## src/hdl/rtp_defines.svh

```systemverilog
/*
  offsets, field positions, reset values of the real-time output port.
  assumes inclusion by bare name from the design file and the testbench.
*/
`ifndef RTP_DEFINES_SVH
`define RTP_DEFINES_SVH

// ---------------------------------------------------------------
// special function register offsets
// ---------------------------------------------------------------
`define RTP_OFF_LATCH 3'h0
`define RTP_OFF_DIR 3'h1
`define RTP_OFF_BUF_LOW 3'h2
`define RTP_OFF_BUF_HIGH 3'h3
`define RTP_OFF_BIT_MODE 3'h4
`define RTP_OFF_CONTROL 3'h5

// ---------------------------------------------------------------
// control register fields
// ---------------------------------------------------------------
`define RTP_CTL_EXT_BIT 0
`define RTP_CTL_BYTE_BIT 1
`define RTP_CTL_MASK 8'h03

// ---------------------------------------------------------------
// reset values
// ---------------------------------------------------------------
`define RTP_RST_DIR 8'hFF
`define RTP_RST_BIT_MODE 8'h00
`define RTP_RST_CONTROL 8'h00
`define RTP_RST_ZERO 8'h00

`endif

```

## src/hdl/rtp_pkg.sv

```systemverilog
/*
  types of the real-time output port.
  assumes nothing beyond the defines header.
*/
package rtp_pkg;

  // ---------------------------------------------------------------
  // whole state of the port
  // ---------------------------------------------------------------
  typedef struct packed {
    logic [7:0] latch;
    logic [7:0] dir;
    logic [7:0] oe;
    logic [7:0] buffer;
    logic [7:0] bit_mode;
    logic [7:0] control;
    logic [7:0] rdata;
  } rtp_state_t;

endpackage

```

## src/hdl/rtp_realtime_output_port.sv

```systemverilog
/*
  eight-bit real-time output port: buffer, trigger copy, port latch, sfr access.
  assumes a single-cycle sfr access port synchronous to ref_clk_i and
  one-cycle event pulses from the timer and external-interrupt blocks.
*/
`timescale 1ns/1ps
`include "rtp_defines.svh"

module rtp_realtime_output_port
  import rtp_pkg::*;
(
  input wire logic ref_clk_i,
  input wire logic srst_i,
  input wire logic [2:0] sfr_addr_i,
  input wire logic sfr_wr_i,
  input wire logic sfr_rd_i,
  input wire logic [7:0] sfr_wdata_i,
  output logic [7:0] sfr_rdata_o,
  input wire logic timer1_match_event_i,
  input wire logic timer2_match_event_i,
  input wire logic pin2_edge_event_i,
  input wire logic [7:0] port_pin_i,
  output logic [7:0] port_pin_o,
  output logic [7:0] port_pin_oe_o
);

  // ---------------------------------------------------------------
  // helpers
  // ---------------------------------------------------------------
  // nibble mask from a select
  function automatic logic [3:0] nib(input logic sel);
    nib = sel ? 4'hF : 4'h0;
  endfunction

  rtp_state_t st_q;
  rtp_state_t st_d;
  logic byte_mode;
  logic external_trigger_select_bit;
  logic trig_hi;
  logic trig_lo;
  logic [7:0] copy_mask;
  logic wr_low;
  logic wr_high;

  // trigger selection from control register
  always_comb begin
    byte_mode = st_q.control[`RTP_CTL_BYTE_BIT];
    external_trigger_select_bit = st_q.control[`RTP_CTL_EXT_BIT];
    case ({byte_mode, external_trigger_select_bit})
      2'b00: begin
        trig_hi = timer2_match_event_i;
        trig_lo = timer1_match_event_i;
      end
      2'b01: begin
        trig_hi = timer1_match_event_i;
        trig_lo = pin2_edge_event_i;
      end
      2'b10: begin
        trig_hi = timer1_match_event_i;
        trig_lo = timer1_match_event_i;
      end
      2'b11: begin
        trig_hi = pin2_edge_event_i;
        trig_lo = pin2_edge_event_i;
      end
      default: begin
        trig_hi = 1'b0;
        trig_lo = 1'b0;
      end
    endcase
    // only real-time bits take the copy
    copy_mask = {nib(trig_hi), nib(trig_lo)} & st_q.bit_mode;
    wr_low = sfr_wr_i && (sfr_addr_i == `RTP_OFF_BUF_LOW);
    wr_high = sfr_wr_i && (sfr_addr_i == `RTP_OFF_BUF_HIGH);
  end

  // ---------------------------------------------------------------
  // next state
  // ---------------------------------------------------------------
  always_comb begin
    st_d = st_q;
    // software write to the latch skips real-time bits
    if (sfr_wr_i && sfr_addr_i == `RTP_OFF_LATCH) begin
      st_d.latch = (st_q.latch & st_q.bit_mode) | (sfr_wdata_i & ~st_q.bit_mode);
    end
    // hardware copy from buffer to latch
    st_d.latch = (st_d.latch & ~copy_mask) | (st_q.buffer & copy_mask);
    if (sfr_wr_i && sfr_addr_i == `RTP_OFF_DIR) begin
      st_d.dir = sfr_wdata_i;
    end
    if (sfr_wr_i && sfr_addr_i == `RTP_OFF_BIT_MODE) begin
      st_d.bit_mode = sfr_wdata_i;
    end
    if (sfr_wr_i && sfr_addr_i == `RTP_OFF_CONTROL) begin
      st_d.control = sfr_wdata_i & `RTP_CTL_MASK;
    end
    // buffer loads by mode
    if (byte_mode && (wr_low || wr_high)) begin
      st_d.buffer = sfr_wdata_i;
    end else if (wr_low) begin
      st_d.buffer[3:0] = sfr_wdata_i[3:0];
    end else if (wr_high) begin
      st_d.buffer[7:4] = sfr_wdata_i[7:4];
    end
    // pin drives only where direction is output
    st_d.oe = ~st_d.dir;
    // registered read data
    if (sfr_rd_i) begin
      case (sfr_addr_i)
        `RTP_OFF_LATCH: st_d.rdata = (st_q.latch & ~st_q.dir) | (port_pin_i & st_q.dir);
        `RTP_OFF_DIR: st_d.rdata = st_q.dir;
        `RTP_OFF_BUF_LOW,
        `RTP_OFF_BUF_HIGH: st_d.rdata = st_q.buffer & st_q.bit_mode;
        `RTP_OFF_BIT_MODE: st_d.rdata = st_q.bit_mode;
        `RTP_OFF_CONTROL: st_d.rdata = st_q.control;
        default: st_d.rdata = `RTP_RST_ZERO;
      endcase
    end
  end

  // ---------------------------------------------------------------
  // state register
  // ---------------------------------------------------------------
  always_ff @(posedge ref_clk_i) begin
    if (srst_i) begin
      st_q.latch <= `RTP_RST_ZERO;
      st_q.dir <= `RTP_RST_DIR;
      st_q.oe <= `RTP_RST_ZERO;
      st_q.buffer <= `RTP_RST_ZERO;
      st_q.bit_mode <= `RTP_RST_BIT_MODE;
      st_q.control <= `RTP_RST_CONTROL;
      st_q.rdata <= `RTP_RST_ZERO;
    end else begin
      st_q <= st_d;
    end
  end

  // outputs straight from flip-flops
  assign sfr_rdata_o = st_q.rdata;
  assign port_pin_o = st_q.latch;
  assign port_pin_oe_o = st_q.oe;
endmodule

```

## config.mk

```make
export PLATFORM = sky130hd
export DESIGN_NAME = rtp_realtime_output_port
export DESIGN_NICKNAME = d
export VERILOG_FILES = /design/src/hdl/rtp_pkg.sv /design/src/hdl/rtp_realtime_output_port.sv
export VERILOG_INCLUDE_DIRS = /design/src /design/src/hdl
export SDC_FILE = /design/constraint.sdc
export NUM_CORES = 1
export LEC_CHECK = 0
export BUFFER_PORTS_ARGS = -buffer_cell sky130_fd_sc_hd__buf_4
export CAP_MARGIN = 40
export CORE_AREA = 2 2 71 73
export DETAILED_ROUTE_END_ITERATION = 10
export DIE_AREA = 0 0 73 75
export PLACE_DENSITY = 0.78
export SETUP_SLACK_MARGIN = 0.5
export SYNTH_ARGS = -nofsm -noshare
export SYNTH_HDL_FRONTEND = slang
export SYNTH_SLANG_ARGS = --single-unit
```

## constraint.sdc

```tcl
create_clock -name ref_clk_i -period 1.9 [get_ports ref_clk_i]
set_input_delay 0.19 -clock ref_clk_i [delete_from_list [all_inputs] [get_ports ref_clk_i]]
set_output_delay 0.19 -clock ref_clk_i [all_outputs]
set_load 0.05 [all_outputs]
```

==> impl_metrics.tcl, run 1 <==
set metrics [dict create \
    status "complete, no violations" \
    clk_transition_reported_paths_ns 0.09 \
    r2r_slack_ns 0.37 \
    cap_violations 0 \
    yosys_warnings 0 \
    clk_latency_ns 0.31 \
    n_antenna_cell 0 \
    clockBufferDepth 2 \
    dr_total_vias 2069 \
    grt_pass1_wl_mm 9.025 \
    cts_inserted_buffers 5 \
    routed_wl_mm 5.511 \
    dp_cells 357 \
    path_class "reg2reg" \
    seq_area_sq_um 1008 \
    track_usage_pct 21.40 \
    grt_max_degree 38 \
    synth_top_cell_by_area "dfxtp_1" \
    finalWorstSetupSlack_ns 0.3702 \
    power_density_nw_per_um2 741.0 \
    place_ws_ns 0.2043 \
    ir_drop_mv 0.3148 \
    fp-row-count 25 \
    use_met2_pct 34.13 \
    multiInputGateArea_sq_um 1244 \
    synth_area_leaders "dfxtp_1, buf_4, o21ai_0" \
    layout-drive-gt1-share_pct 29.71 \
    worst_slew_pin_slew_ns 0.4640 \
    area_growth_syn_to_layout_pct 18.35 \
    root_buffer "clkbuf_8" \
    grtUsageMet3_pct 4.284 \
    fmax_ghz 0.6537 \
    finalSetupViolCount 0 \
    ys.flop_type "dfxtp_1" \
    netlist_area_sq_um 2469 \
    final-hold-violation-count 0 \
    antenna_found_initial 0 \
    relSlewSlack_pct 68.88 \
    p_leak_nw 1.143 \
    grt.busiest_layer "met2" \
    fin_crit_sh_pct 80.51 \
    post_drt_wl_per_cell_microns 15.02 \
    viasPerCell 5.638 \
    core_sq_um 4661 \
    fin_hold_ws_ns 0.09883 \
    initial_core_util_pct 52.97 \
    io_buffer_count 49 \
    ys_seq_area_share_pct 40.55 \
    skew_ns 0.004555 \
    critPathRequiredTime_ns 2.08 \
    synth_cell_type_count 36 \
    avgSynthCellArea_sq_um 8.692 \
    hp-class "in2reg" \
    drtAntennaViolNets 0 \
    synth_edf_count 0 \
    grt_pass1_vias 1903 \
    synth.net_count 313 \
    gr-usage-met1_pct 28.82 \
    cts_tree "done" \
    dieArea_sq_um 5475 \
    drv_slew 0 \
    grt-ovfl-total 0 \
    critPathMaxFanout 8 \
    die_height_microns 75 \
    yosys.area.top_type_share_pct 40.55 \
    final_nets 341 \
    crit_path_start_kind "flop" \
    ys_ff_latch 50 \
    drc_errors 0 \
    rsz0062_at_grt "yes" \
    async_reset_ff_share_pct 0 \
    io_pins 50 \
    arrival_ns 1.71 \
    min_period_ns 1.530 \
    fin_setup_tns_ns 0 \
    synthTopCellsByCount "dfxtp_1, nand2_1, o21ai_0" \
    drtIter0Drc 144 \
    synth_cells 284 \
    gp_congestion 0.8359 \
    cts.sinks 50 \
    die_w_microns 73 \
    finalNonFillerCells 367 \
    yosysMostFrequentCell "dfxtp_1" \
    first_pass_iters 4 \
    dp_hpwl_mm 3.786 \
    cts_max_level 2 \
    worst_setup_path_end_kind "flop" \
    num-fill-cells 404 \
]
## worst paths after layout
| check | start | end | cells past startpoint |
|---|---|---|---|
| setup / recovery | byte_mode$_SDFFE_PP0P_ | flop | 6 |
| hold / removal | sfr_wdata_i[5] | port_pin_oe_o[5]$_SDFF_PP0_ | 2 |
| setup reg to reg | byte_mode$_SDFFE_PP0P_ | flop | 6 |
| hold reg to reg | sfr_rdata_o[2]$_SDFFE_PP0P_ | sfr_rdata_o[2]$_SDFFE_PP0P_ | 2 |
## cell type report
cell class | count | area share (%)
multi-input combinational | 182 | 42.57
clock inverter | 3 | 1.370
clock buffer | 5 | 2.355
inverter | 16 | 2.227
tap | 54 | 2.313
sequential | 50 | 34.52
timing repair buffer | 57 | 14.65
## metrics by stage
stage	total power [W]	utilization (%)	area, sq um
2_1_floorplan	0.001336	-	2525
3_3_place_gp	0.001424	58.85	2743
3_5_place_dp	0.001428	58.85	2743
4_1_cts	0.002167	62.34	2905
5_1_grt	0.002228	62.68	2922
6_report	0.002165	62.68	2922
## timing repair
item,4_1_cts,5_1_grt
buffers inserted,1,1
endpoints found under the setup margin,8,8
resized for setup,8,3
pin swaps,5,5
hold buffers,0,0
endpoints found under the hold margin,0,0
## routing by layer
metal	vias to the layer above	wire length, microns
li1	1034	-
met1	946	2483
met2	81	2503
met3	8	422
met4	0	101
met5	-	0
## power by group
part	leakage, nW	internal, W	switching (W)
Combinational	0.678	0.000125	0.000188
Sequential	0.408	0.00108	0.0000231
Clock	0.0579	0.000388	0.000364
## worst max-delay path, cell delays in order (launching register included)
cell      delay [ns]
dfxtp_4         0.39
inv_4           0.06
ha_4            0.16
nor2_4          0.11
mux2_4          0.37
a221oi_2        0.25
a311oi_1        0.07
## cell usage in the layout, fill, tap and decap left out, types with 5 or more instances in the layout
cell type  Yosys  layout
a211oi_1       8       8
a21o_1        12      12
a21oi_1       20      19
a22oi_1        6       6
a31oi_1        6       5
buf_4         24      57
clkbuf_8       0       5
dfxtp_1       50      48
inv_1         16      14
nand2_1       31      31
nand2b_1       6       6
nor2_1        11      10
nor2b_1        9       9
nor3b_2        4       5
o21a_1         6       6
o21ai_0       30      26
## cell families (layout without fill, tap and decap cells)
logic type,count (synthesis),in the layout,share of synthesized area (%)
multiplexers,5,5,2.078
buffers and inverters,52,81,12.92
flip-flops,50,50,40.55
adder cells (fa/ha/maj),3,3,1.521
AO/OA/AOI/OAI,101,101,26.46
AND/OR/NAND/NOR,73,73,16.47
No activity file was read; power rests on OpenSTA's default activity.
==> run 2: changes to the inputs <==
==> constraint.sdc (replaced) <==
create_clock -name ref_clk_i -period 1.6 [get_ports ref_clk_i]
set_input_delay 0.16 -clock ref_clk_i [delete_from_list [all_inputs] [get_ports ref_clk_i]]
set_output_delay 0.16 -clock ref_clk_i [all_outputs]
set_load 0.05 [all_outputs]
==> run 2 against run 1 <==
Effect of this change: wire length is 9.5% higher; core utilization is 3.2 points higher; non-clock buffer count is 13 higher; first-iteration DRC count is 22% lower; critical path type unchanged; largest cell class unchanged; largest power group unchanged.
==> impl_metrics.tcl, run 2 (synthesis gave the netlist of run 1 again) <==
set metrics [dict create \
    die_w_microns 73 \
    drv_slew 0 \
    layout_common_cells "buf_4, dfxtp_1, nand2_1" \
    fp-row-count 25 \
    p_leak_nw 1.203 \
    cts_tree "done" \
    routed_wl_mm 6.037 \
    area_growth_syn_to_layout_pct 24.33 \
    min_from "sfr_wdata_i[4]" \
    cpPeakStageDelay_ns 0.39 \
    grt_pass1_vias 1962 \
    n_antenna_cell 0 \
    first_pass_iters 4 \
    dr_total_vias 2138 \
    antenna_found_initial 0 \
    track_usage_pct 22.15 \
    r2r_slack_ns 0.12 \
    post_drt_wl_per_cell_microns 15.89 \
    final-hold-violation-count 0 \
    ir_drop_mv 0.3810 \
    critPathSlowestCell "dfxtp_4" \
    cts_inserted_buffers 5 \
    fin_setup_tns_ns 0 \
    finalSetupViolCount 0 \
    critPathRequiredTime_ns 1.77 \
    clk_transition_reported_paths_ns 0.08 \
    drtAntennaViolNets 0 \
    final_core_util_pct 65.85 \
    io_pins 50 \
    worst_setup_path_end_kind "flop" \
    die_height_microns 75 \
    holdPathEnd "port_pin_oe_o[4]$_SDFF_PP0_" \
    drtIter0Drc 113 \
    drc_errors 0 \
    cap_violations 0 \
    arrival_ns 1.65 \
    io_buffer_count 49 \
    num-fill-cells 373 \
    core_sq_um 4661 \
    worst_slew_pin_slew_ns 0.4727 \
    ctsHoldBuffers 0 \
    final_nets 355 \
    fin_crit_sh_pct 92.65 \
    cp_cell_sequence "inv_6 -> ha_4 -> nor2_4 -> mux2_4 -> a221oi_2 -> a311oi_1" \
    layout_commonest_cell "buf_4" \
    grt-ovfl-total 0 \
    crit_path_start_kind "flop" \
    holdPathStages 2 \
    dp_hpwl_mm 4.125 \
    status "complete, no violations" \
    power_density_nw_per_um2 786.4 \
    rr_startpoint "byte_mode$_SDFFE_PP0P_" \
    skew_ns 0.005479 \
    viasPerCell 5.626 \
    root_buffer "clkbuf_8" \
    r2r_cells 6 \
    grt_max_degree 38 \
    clockBufferDepth 2 \
    cts_max_level 2 \
    rsz0062_at_grt "yes" \
    fmax_ghz 0.6746 \
    grt_pass1_wl_mm 9.252 \
    path_class "reg2reg" \
    min_period_ns 1.482 \
    hp-class "in2reg" \
    layout-drive-gt1-share_pct 34.66 \
    initial_core_util_pct 52.97 \
    cts.sinks 50 \
    relSlewSlack_pct 68.37 \
    clk_latency_ns 0.30 \
    dieArea_sq_um 5475 \
    gp_congestion 0.8095 \
    critPathMaxFanout 8 \
]
[run 2: cell count changes in the layout (fill, tap and decap cells not counted), moves of 2 or more]
| cell | delta |
|---|---|
| a22oi_2 | +2 |
| o21ai_2 | +3 |
| clkinv_2 | -2 |
| buf_6 | +3 |
| nor2_1 | -2 |
| o21ai_0 | -4 |
| buf_4 | +10 |
| a22oi_1 | -2 |
[run 2: where the power goes]
group	leakage, nW	internal (W)	switching [W]	total (W)
clock network	0.0373	0.000300	0.000394	0.000695
logic	0.758	0.000172	0.000240	0.000413
registers	0.408	0.00128	0.0000285	0.00131
total	1.20	0.00175	0.000663	0.00241
[run 2: metal layers]
metal | track usage (%) | routed length [microns]
met4 | 7.613 | 68
met5 | 0 | 0
met1 | 28.41 | 2634
met3 | 4.418 | 321
met2 | 37.34 | 3014
[run 2: stage by stage]
stage | hold slack, ns | instance area, sq um | setup slack [ns] | total power [W] | instances
CTS | 0.07562 | 3009 | 0.1156 | 0.002408 | 378
global placement | 0.3948 | 2858 | 0.05651 | 0.001715 | 369
floorplan | 0.2715 | 2561 | 0.1848 | 0.001592 | 284
global route | 0.08511 | 3069 | 0.05222 | 0.002505 | 380
detailed placement | 0.3977 | 2858 | 0.02022 | 0.001721 | 369
finish | 0.08011 | 3069 | 0.1176 | 0.002414 | 380
[run 2: final cells by class]
type                            count  area, sq um  area share [%]
Sequential cell                    50         1008           32.86
Timing Repair Buffer               70        536.8           17.49
Clock inverter                      1        7.507          0.2446
Clock buffer                        6        72.57           2.364
Tap cell                           54        67.56           2.201
Inverter                           16        67.56           2.201
Multi-Input combinational cell    183         1309           42.64
[run 2: how the worst max path moves through the flow]
stage                           startpoint  endpoint  slack, ns  cells past startpoint
floorplan           byte_mode$_SDFFE_PP0P_      flop       0.18                      6
detailed placement           sfr_addr_i[2]      flop       0.02                      6
global placement             sfr_addr_i[2]      flop       0.06                      6
global route        byte_mode$_SDFFE_PP0P_      flop       0.05                      6
CTS                 byte_mode$_SDFFE_PP0P_      flop       0.12                      6
finish              byte_mode$_SDFFE_PP0P_      flop       0.12                      6
[run 2: what timing repair did]
item / CTS / global route
pin swaps: 9 / 9
cloned: 0 / 1
buffers inserted: 2 / 1
setup endpoints to repair: 22 / 26
gates resized for setup: 11 / 14
[run 2: worst max-delay path, delay by kind of cell (launching register included)]
| kind | cells | cell delay, ns |
|---|---|---|
| and+or+nand+nor | 1 | 0.09 |
| AOI/OAI and AO/OA | 2 | 0.31 |
| buffers and inverters | 1 | 0.05 |
| adders and majority gates | 1 | 0.15 |
| muxes | 1 | 0.36 |
| DFF | 1 | 0.39 |
